--- config.mk ---
export PLATFORM = sky130hd
export DESIGN_NAME = rtc_time_date_registers
export DESIGN_NICKNAME = d
export VERILOG_FILES = /design/src/hdl/rtc_time_date_pkg.sv /design/src/hdl/rtc_time_date_registers.sv
export VERILOG_INCLUDE_DIRS = /design/src /design/src/hdl
export SDC_FILE = /design/constraint.sdc
export NUM_CORES = 1
export LEC_CHECK = 0
export BUFFER_PORTS_ARGS = -buffer_cell sky130_fd_sc_hd__buf_2
export CORE_AREA = 5 5 214 133
export CTS_BUF_LIST = sky130_fd_sc_hd__clkbuf_4
export DETAILED_ROUTE_END_ITERATION = 10
export DIE_AREA = 0 0 219 138
export GPL_TIMING_DRIVEN = 0
export PLACE_DENSITY = 0.39
export SYNTH_ARGS = -nofsm -noshare
export SYNTH_HDL_FRONTEND = slang
export SYNTH_SLANG_ARGS = --single-unit
--- constraint.sdc ---
create_clock -name clk_sys -period 3.6 [get_ports clk_sys]
set_clock_uncertainty 0.05 [all_clocks]
set_input_delay 0.72 -clock clk_sys [delete_from_list [all_inputs] [get_ports clk_sys]]
set_output_delay 0.72 -clock clk_sys [all_outputs]
set_load 0.005 [all_outputs]
--- src/hdl/rtc_time_date_defines.svh ---
// Offsets, field positions, reset values and timing counts of the time and date registers
`ifndef RTC_TIME_DATE_DEFINES_SVH
`define RTC_TIME_DATE_DEFINES_SVH

`define RTC_ADDR_W          4
`define RTC_OFS_TIME        4'h0
`define RTC_OFS_DATE        4'h4
`define RTC_OFS_CTRL        4'h8

`define RTC_CTRL_WREN_BIT   3

`define RTC_TIME_RESET      32'h0000_0000
`define RTC_DATE_RESET      32'h0001_0100
`define RTC_TIME_MASK       32'h3F7F_7F00
`define RTC_DATE_MASK       32'hFF1F_3F07

`define RTC_CLK_HZ          250000000
`define RTC_TICK_PERIOD_S   1
`define RTC_TICK_CYCLES     (`RTC_CLK_HZ * `RTC_TICK_PERIOD_S)

`endif

--- src/hdl/rtc_time_date_pkg.sv ---
// Types shared by the time and date register block
`include "rtc_time_date_defines.svh"

package rtc_time_date_pkg;

	typedef struct packed {
		logic [1:0] reserved31;
		logic [1:0] hoursTensDigit;
		logic [3:0] hoursUnitsDigit;
		logic       reserved23;
		logic [2:0] minutesTensDigit;
		logic [3:0] minutesUnitsDigit;
		logic       reserved15;
		logic [2:0] secondsTensDigit;
		logic [3:0] secondsUnitsDigit;
		logic [7:0] reserved7;
	} time_value_s;

	typedef struct packed {
		logic [3:0] yearsTensDigit;
		logic [3:0] yearsUnitsDigit;
		logic [2:0] reserved23;
		logic       monthsTensDigit;
		logic [3:0] monthsUnitsDigit;
		logic [1:0] reserved15;
		logic [1:0] domTensDigit;
		logic [3:0] domUnitsDigit;
		logic [4:0] reserved7;
		logic [2:0] weekdayDigit;
	} date_value_s;

	typedef struct packed {
		logic [`RTC_ADDR_W-1:0] addr;
		logic [31:0]            wdata;
		logic                   wr;
		logic                   rd;
	} reg_req_s;

endpackage

--- src/hdl/rtc_time_date_registers.sv ---
// Time and date holding registers with BCD calendar counter
// Functional notes
// Hours: tens digit bits 29-28 (0-2), units bits 27-24 (0-9).
// Minutes: tens digit bits 22-20 (0-5), units bits 19-16 (0-9).
// Seconds: tens digit bits 14-12 (0-5), units bits 11-8 (0-9).
// Year: tens bits 31-28, units bits 27-24, each 0-9.
// Month: tens bit 20 (0 or 1), units bits 19-16.
// Day of month: tens bits 13-12 (0-3), units bits 11-8.
// Weekday in date bits 2-0, values 0 through 6.
// Time and date writes accepted only while control bit 3 is set.
// Unused time and date bit positions always read zero.
// Seconds advance once per second with BCD carries through the calendar.
`timescale 1ns/100ps
`include "rtc_time_date_defines.svh"

module rtc_time_date_registers #(
	parameter int unsigned TICK_CYCLES = `RTC_TICK_CYCLES
) (
	input  wire logic                           clk_sys,
	input  wire logic                           reset_n,
	input  wire logic                           clkEn,
	input  wire rtc_time_date_pkg::reg_req_s    regReq,
	output      logic [31:0]                    regRdata,
	output      logic                           clockWriteEnable
);
	import rtc_time_date_pkg::*;

	logic                rstMeta;
	logic                rstSync;
	logic [31:0]         timeReg;
	logic [31:0]         dateReg;
	logic                wrenReg;
	logic [31:0]         tickCnt;
	logic                tickPulse;
	time_value_s         curTime;
	date_value_s         curDate;
	time_value_s         incTime;
	date_value_s         incDate;
	logic [31:0]         next_time;
	logic [31:0]         next_date;
	logic [31:0]         next_rdata;
	logic [4:0]          monthNum;
	logic [5:0]          dayNum;
	logic [5:0]          lastDay;
	logic [6:0]          yearNum;

	wire  hitTime  = (regReq.addr == `RTC_OFS_TIME);
	wire  hitDate  = (regReq.addr == `RTC_OFS_DATE);
	wire  hitCtrl  = (regReq.addr == `RTC_OFS_CTRL);
	wire  wrTime   = regReq.wr && hitTime && wrenReg;
	wire  wrDate   = regReq.wr && hitDate && wrenReg;
	wire  wrCtrl   = regReq.wr && hitCtrl;
	wire  dayCarry = tickPulse && incTime == 32'h0;
	wire [31:0] ctrlRead = {28'h0, wrenReg, 3'h0};
	wire  hoursOk  = (curTime.hoursTensDigit < 2'h2 && curTime.hoursUnitsDigit <= 4'h9) ||
		(curTime.hoursTensDigit == 2'h2 && curTime.hoursUnitsDigit <= 4'h3);
	wire  minutesOk = curTime.minutesTensDigit <= 3'h5 && curTime.minutesUnitsDigit <= 4'h9;
	wire  secondsOk = curTime.secondsTensDigit <= 3'h5 && curTime.secondsUnitsDigit <= 4'h9;
	wire  dayOk    = dayNum != 6'h0 && dayNum <= lastDay && curDate.domUnitsDigit <= 4'h9;
	wire  monthOk  = monthNum != 5'h0 && monthNum <= 5'h0C && curDate.monthsUnitsDigit <= 4'h9;
	wire  yearOk   = curDate.yearsTensDigit <= 4'h9 && curDate.yearsUnitsDigit <= 4'h9;
	wire  weekdayOk = curDate.weekdayDigit <= 3'h6;
	wire  dateOk   = dayOk && monthOk && yearOk && weekdayOk;

	// Reset release through two flip-flops
	always_ff @(posedge clk_sys or negedge reset_n) begin
		if (!reset_n) begin
			rstMeta <= 1'b0;
			rstSync <= 1'b0;
		end else begin
			rstMeta <= 1'b1;
			rstSync <= rstMeta;
		end
	end

	// One-second timebase
	assign tickPulse = (tickCnt == TICK_CYCLES - 1);

	always_ff @(posedge clk_sys or negedge rstSync) begin
		if (!rstSync) begin
			tickCnt <= 32'h0;
		end else if (clkEn) begin
			tickCnt <= tickPulse ? 32'h0 : tickCnt + 32'h1;
		end
	end

	assign curTime = time_value_s'(timeReg);
	assign curDate = date_value_s'(dateReg);
	assign monthNum = 5'(curDate.monthsTensDigit * 5'hA) + 5'(curDate.monthsUnitsDigit);
	assign dayNum = 6'(curDate.domTensDigit * 6'hA) + 6'(curDate.domUnitsDigit);
	assign yearNum = 7'(curDate.yearsTensDigit * 7'hA) + 7'(curDate.yearsUnitsDigit);

	// Month length with leap years on a multiple of four
	always_comb begin
		unique case (monthNum)
			5'h02:   lastDay = (yearNum[1:0] == 2'h0) ? 6'h1D : 6'h1C;
			5'h04,
			5'h06,
			5'h09,
			5'h0B:   lastDay = 6'h1E;
			default: lastDay = 6'h1F;
		endcase
	end

	// BCD time increment; all digits zero marks a day rollover
	always_comb begin
		incTime = curTime;
		incTime.reserved31 = 2'h0;
		incTime.reserved23 = 1'b0;
		incTime.reserved15 = 1'b0;
		incTime.reserved7 = 8'h0;
		if (curTime.secondsUnitsDigit != 4'h9) begin
			incTime.secondsUnitsDigit = curTime.secondsUnitsDigit + 4'h1;
		end else begin
			incTime.secondsUnitsDigit = 4'h0;
			if (curTime.secondsTensDigit != 3'h5) begin
				incTime.secondsTensDigit = curTime.secondsTensDigit + 3'h1;
			end else begin
				incTime.secondsTensDigit = 3'h0;
				if (curTime.minutesUnitsDigit != 4'h9) begin
					incTime.minutesUnitsDigit = curTime.minutesUnitsDigit + 4'h1;
				end else begin
					incTime.minutesUnitsDigit = 4'h0;
					if (curTime.minutesTensDigit != 3'h5) begin
						incTime.minutesTensDigit = curTime.minutesTensDigit + 3'h1;
					end else begin
						incTime.minutesTensDigit = 3'h0;
						if (curTime.hoursTensDigit == 2'h2 &&
							curTime.hoursUnitsDigit == 4'h3) begin
							incTime.hoursTensDigit = 2'h0;
							incTime.hoursUnitsDigit = 4'h0;
						end else if (curTime.hoursUnitsDigit == 4'h9) begin
							incTime.hoursUnitsDigit = 4'h0;
							incTime.hoursTensDigit = curTime.hoursTensDigit + 2'h1;
						end else begin
							incTime.hoursUnitsDigit = curTime.hoursUnitsDigit + 4'h1;
						end
					end
				end
			end
		end
	end

	// BCD calendar increment on day rollover
	always_comb begin
		incDate = curDate;
		incDate.reserved23 = 3'h0;
		incDate.reserved15 = 2'h0;
		incDate.reserved7 = 5'h0;
		incDate.weekdayDigit = (curDate.weekdayDigit >= 3'h6) ? 3'h0 :
			curDate.weekdayDigit + 3'h1;
		if (dayNum < lastDay) begin
			if (curDate.domUnitsDigit == 4'h9) begin
				incDate.domUnitsDigit = 4'h0;
				incDate.domTensDigit = curDate.domTensDigit + 2'h1;
			end else begin
				incDate.domUnitsDigit = curDate.domUnitsDigit + 4'h1;
			end
		end else begin
			incDate.domTensDigit = 2'h0;
			incDate.domUnitsDigit = 4'h1;
			if (monthNum >= 5'h0C) begin
				incDate.monthsTensDigit = 1'b0;
				incDate.monthsUnitsDigit = 4'h1;
				if (curDate.yearsUnitsDigit == 4'h9) begin
					incDate.yearsUnitsDigit = 4'h0;
					incDate.yearsTensDigit = (curDate.yearsTensDigit == 4'h9) ? 4'h0 :
						curDate.yearsTensDigit + 4'h1;
				end else begin
					incDate.yearsUnitsDigit = curDate.yearsUnitsDigit + 4'h1;
				end
			end else if (curDate.monthsUnitsDigit == 4'h9) begin
				incDate.monthsTensDigit = 1'b1;
				incDate.monthsUnitsDigit = 4'h0;
			end else begin
				incDate.monthsUnitsDigit = curDate.monthsUnitsDigit + 4'h1;
			end
		end
	end

	// Software write wins over the counter; unused bits are never stored
	assign next_time = wrTime ? (regReq.wdata & `RTC_TIME_MASK) :
		tickPulse ? 32'(incTime) : timeReg;
	assign next_date = wrDate ? (regReq.wdata & `RTC_DATE_MASK) :
		dayCarry ? 32'(incDate) : dateReg;
	assign next_rdata = !regReq.rd ? 32'h0 :
		hitTime ? (timeReg & `RTC_TIME_MASK) :
		hitDate ? (dateReg & `RTC_DATE_MASK) :
		hitCtrl ? ctrlRead : 32'h0;

	always_ff @(posedge clk_sys or negedge rstSync) begin
		if (!rstSync) begin
			timeReg <= `RTC_TIME_RESET;
			dateReg <= `RTC_DATE_RESET;
			wrenReg <= 1'b0;
			regRdata <= 32'h0;
		end else if (clkEn) begin
			timeReg <= next_time;
			dateReg <= next_date;
			regRdata <= next_rdata;
			if (wrCtrl) begin
				wrenReg <= regReq.wdata[`RTC_CTRL_WREN_BIT];
			end
		end
	end

	assign clockWriteEnable = wrenReg;
endmodule

Word level (Yosys, flattened, before mapping)
Cells that the tools add are included.
{ "classes": {"eq_ne": 21, "addsub": 16, "n_mux": 39, "multipliers": 3, "reduce_logical": 24, "magnitude_cmp": 3} }
{ "ops": {"columns": ["operator", "count"], "rows": [
  ["$mux 32", 6],
  ["$mux 30", 2],
  ["$mux 4", 9],
  ["$mux 6", 6],
  ["$add 32x1->32 const B", 1],
  ["$eq 32x28->1 const B", 1],
  ["$logic_not 32->1", 1],
  ["$add 4x1->4 const B", 7],
  ["$eq 4x4->1 const B", 6],
  ["$mux 8", 2],
  ["$mux 3", 5],
  ["$mux 7", 2],
  ["$eq 5x3->1 const B", 2],
  ["$eq 5x4->1 const B", 2],
  ["$mux 5", 2],
  ["$add 3x1->3 const B", 3],
  ["$ne 4x4->1 const B", 2],
  ["$reduce_and 4->1", 2],
  ["$reduce_bool 2->1", 4],
  ["$logic_and 1x1->1", 7],
  ["$add 6x4->6", 1],
  ["$lt 6x6->1", 1],
  ["$ne 3x3->1 const B", 2],
  ["$reduce_and 2->1", 3],
  ["other kinds (23)", 27]
]} }
{ "word_totals": {"regBits": 124, "out_inout_bits": 33, "elab_cells": 118, "inputBits": 41} }

Longest topological paths before layout
{ "logic_depth": {"depth_word": 11, "ltp_mapped": 10} }

Worst setup path before layout
Ideal clock, no wire load.
{ "synth_timing": {"path_type": "flip-flop to flip-flop", "start": "register timeReg[10], in the netlist curTime[10]", "end": "register dateReg[12], in the netlist curDate[12]", "period_less_slack_ns": 3.340, "t_arrival_ns": 3.224, "n_path_buf": 3, "setup_time_ns": 0.065, "setup_slack_ns": 0.260, "stages_incl_launch_ff": 11, "path_cell_list": "dfrtp_1 -> buf_6 -> or3b_4 -> buf_6 -> or4_4 -> a311oi_2 -> or3b_4 -> or4_4 -> buf_6 -> a211oi_1 -> o22a_1"} }
{ "synth_via": {"elab_chain_cells": 6} }
{ "synth_lines": {"columns": ["element", "line_no", "text"], "rows": [
  ["start: declaration", "rtc_time_date_registers.sv:30", "logic [31:0] timeReg;"],
  ["start signal: assignment", "rtc_time_date_registers.sv:193", "timeReg <= `RTC_TIME_RESET;"],
  ["start signal: assignment", "rtc_time_date_registers.sv:198", "timeReg <= next_time;"],
  ["$add 4x1->4 or $ne 4x4->1 (tied branches)", "rtc_time_date_registers.sv:113, rtc_time_date_registers.sv:112", null],
  ["$mux 4, or another cell as far along", "rtc_time_date_registers.sv:112", "if (curTime.secondsUnitsDigit != 4'h9) begin"],
  ["$logic_not 32->1 (*)", "rtc_time_date_registers.sv:53", "wire dayCarry = tickPulse && incTime == 32'h0;"],
  ["$logic_and 1x1->1 (*)", "rtc_time_date_registers.sv:53", null],
  ["$reduce_bool 2->1 (no source line) (*)", null, null],
  ["$reduce_and 3->1 (no source line) (*)", null, null],
  ["end signal: assignment", "rtc_time_date_registers.sv:194", "dateReg <= `RTC_DATE_RESET;"],
  ["end signal: assignment", "rtc_time_date_registers.sv:199", "dateReg <= next_date;"],
  ["end: declaration", "rtc_time_date_registers.sv:31", "logic [31:0] dateReg;"]
]} }
Mark *: on every way between the ends. The rest lies on a longest branch, timed or not.
A chain may end at the register's enable or synchronous reset.

Worst setup path in the final report
{ "layout_timing": {"start": "register timeReg[9], in the netlist curTime[9]", "end": "register dateReg[17], in the netlist curDate[17]"} }
The elaborated chain is that of the path after synthesis.

==> summary.md <==
| Metric | Value |
|---|---|
| Part of the cycle the worst path needs | 98.5% |
| IO Port Bufs | 61 |
| HPWL after DPL | 17700 um |
| Cells after Synth | 717 |
| Register area share after synthesis | 40.1% |
| FMAX | 0.282 GHz |
| Syn Std Cell Area | 6430 um^2 |
| Reg area | 2580 um^2 |
| Fin Hold WS | 317 ps |
| Core area | 26100 um^2 |
| DR WL/cell | 20.0 um |
| VDD IR max | 0.118 mV |
| Prevailing post-synth register cell | dfrtp_1 |
| Die width | 219 um |
| Largest net degree at the start of global routing | 55 |
| Hold Crit Class | flop to flop |
| Non-filler instance count after layout | 1168 |
| # Max-Cap Violations | 0 |
| Gr usage total | 15.3% |
| Status | completed |
| Min Tclk post-route | 3550 ps |
| Ys Warns | 0 |
| Nets | 862 |
| Final Max Tran Viols | 0 |
| Initial antenna violation count | 0 |
| Lkg Pwr | 3.14 nW |
| DRT Wirelength | 23300 um |
| Worst path required time | 3980 ps |
| Clock sinks | 103 |
| CP Class | flop to flop |
| DR iter-0 viols | 584 |
| Vias in the first global route | 5453 |
| Worst-path fanout max | 9 |
| Final antenna-violating net count | 0 |
| Power per Cell Area | 287 nW/um^2 |
| Multi-input combinational cell area | 3630 um^2 |
| Worst slew pin tran | 808 ps |
| Clk Latency, worst-skew pair | 520 ps |
| Avg Inst Size Synth | 8.97 um^2 |
| Post-synth EDFFs | 0 |
| Vias | 5923 |
| Layout cell share with drive strength beyond 1 | 15.7% |
| Placement Setup Slack | -605 ps |
| Commonest non-fill, non-tap cell in the layout | dfrtp_1 |
| TritonRoute pass-1 iters | 5 |
| Gp weighted congestion | 0.811 |
| Final hold vios | 0 |
| First-pass GRT wire length | 35500 um |
| CTS tree | yes |
| FF+latch count, synth | 103 |
| H-tree Lvls | 3 |
| Crit path DAT | 3920 ps |
| Worst-path clk slew | 170 ps |
| Ys async rst share | 100% |
| Overflow left after global routing | 0 |
| Starting density of the core | 24.6% |
| Slew margin rel. | 45.6% |
| Final worst-path setup slack | 52.3 ps |
| Layout area overhead | 17.3% |
| Fillers | 2836 |
| Cell type with the largest total area after synthesis | dfrtp_1 |
| Die Y | 138 um |
| # diodes | 0 |
| Clk buf depth | 2 |
| # IOs | 74 |
| Final setup fails | 0 |
| Placed cell count | 1144 |
| # rows | 46 |
| Routed vias/inst | 5.07 |
| Setup tns final | 0 ps |
| Die area | 30200 um^2 |
| CTS Buf Count | 9 |
| Yosys top cell area share | 39.3% |
| Post-route DRC | 0 |
| Top cells by area, synth | dfrtp_1 (39%), nand2_1 (4.1%), o2bb2ai_1 (3.7%) |
| Endpoint class of the critical path | flop |
| Netlist cell types | 82 |
| Most frequent cells in the layout | dfrtp_1 (99), nand2_1 (71), buf_2 (61), nor2_1 (46), o21ai_0 (42) |
| CTS root buffer | clkbuf_4 |
| Startpoint types | flop |
where the power goes:
group,leakage (nW),internal (mW),switching [mW]
sequential,1.36,1.20,0.0627
clock,0.0778,0.218,0.432
combinational,1.70,0.101,0.156
kinds of logic after synthesis:
family                     share of synthesized area (%)
and+or+nand+nor                                     21.7
other                                              0.117
xor gates and xnor gates                            4.49
adders and majority gates                           3.62
AOI/OAI and AO/OA                                   23.1
DFF                                                 40.1
buffers and inverters                               5.27
muxes                                               1.61
critical path: stages (launching register included):
cell,delay (ps)
dfrtp_2,510
or3b_4,440
buf_8,150
or4_4,490
a311oi_4,310
or3b_4,470
nor4_4,290
o211ai_1,320
mux2_1,410
path summary, 6_finish.rpt:
| path | startpoint | slack (ps) | endpoint | cells past startpoint |
|---|---|---|---|---|
| max | curTime[9] | 50 | curDate[17] | 8 |
| min | rstMeta | 320 | rstSync | 0 |
| max reg2reg | curTime[9] | 50 | curDate[17] | 8 |
| min reg2reg | rstMeta | 320 | rstSync | 0 |
| max in group asynchronous | rstSync | 2370 | curDate[16] | 1 |
| min in group asynchronous | rstSync | 350 | regRdata[0] | 0 |
registers in the layout, indices dropped and copies added, names as in the netlist:
name and flops:
rstMeta 1, clockWriteEnable 1, curTime 20, tickCnt 32, regRdata 26, curDate 22
rstSync 1
Yosys cell counts (all sizes together), types with 5 or more instances:
cell type	count
o211ai	8
or4	5
nor4b	5
a22oi	22
nand3	28
o22ai	8
a211oi	7
o21ai	46
a31oi	9
nor3	16
nand4	12
mux2i	7
nand2	71
clkbuf	42
o2bb2ai	27
buf	13
a21oi	33
xor2	18
nor4	16
xnor2	15
inv	22
nor2	46
ha	17
nor2b	7
nand2b	5
and3	14
dfrtp	101
layout make-up:
class / instances / share of cell area [%]
flip-flops and latches: 103 / 34.2
plain buffers: 51 / 3.12
clock buffers: 10 / 0.994
inverters: 23 / 1.14
repair buffers: 74 / 5.63
multi-input cells: 541 / 48.1
well taps: 360 / 5.97
clock inverters: 6 / 0.812
repair_timing:
action / in CTS / in global routing
resized for setup: 8 / 13
hold buffers: 1 / 0
endpoints found under the setup margin: 30 / 20
gates cloned: 0 / 0
pin swaps: 3 / 5
hold endpoints to repair: 2 / 0
buffers inserted: 3 / 8
through the flow:
step | cell area [um^2] | power (mW) | util, %
6_report | 7550 | 2.17 | 28.9
5_1_grt | 7550 | 2.29 | 28.9
4_1_cts | 7460 | 2.21 | 28.5
3_5_place_dp | 7240 | 1.54 | 27.7
3_3_place_gp | 7210 | 1.54 | 27.6
2_1_floorplan | 6450 | 1.42 | -
routing by layer:
layer	track usage (%)	up-vias	wire (um)	share of wire (%)
met4	2.28	0	124	0.53
met1	26.6	2881	13000	56
li1	-	2837	-	-
met3	3.82	10	1660	7.1
met5	0	-	0	0
met2	18.2	195	8580	37
No activity file was read; power rests on OpenSTA's default activity.
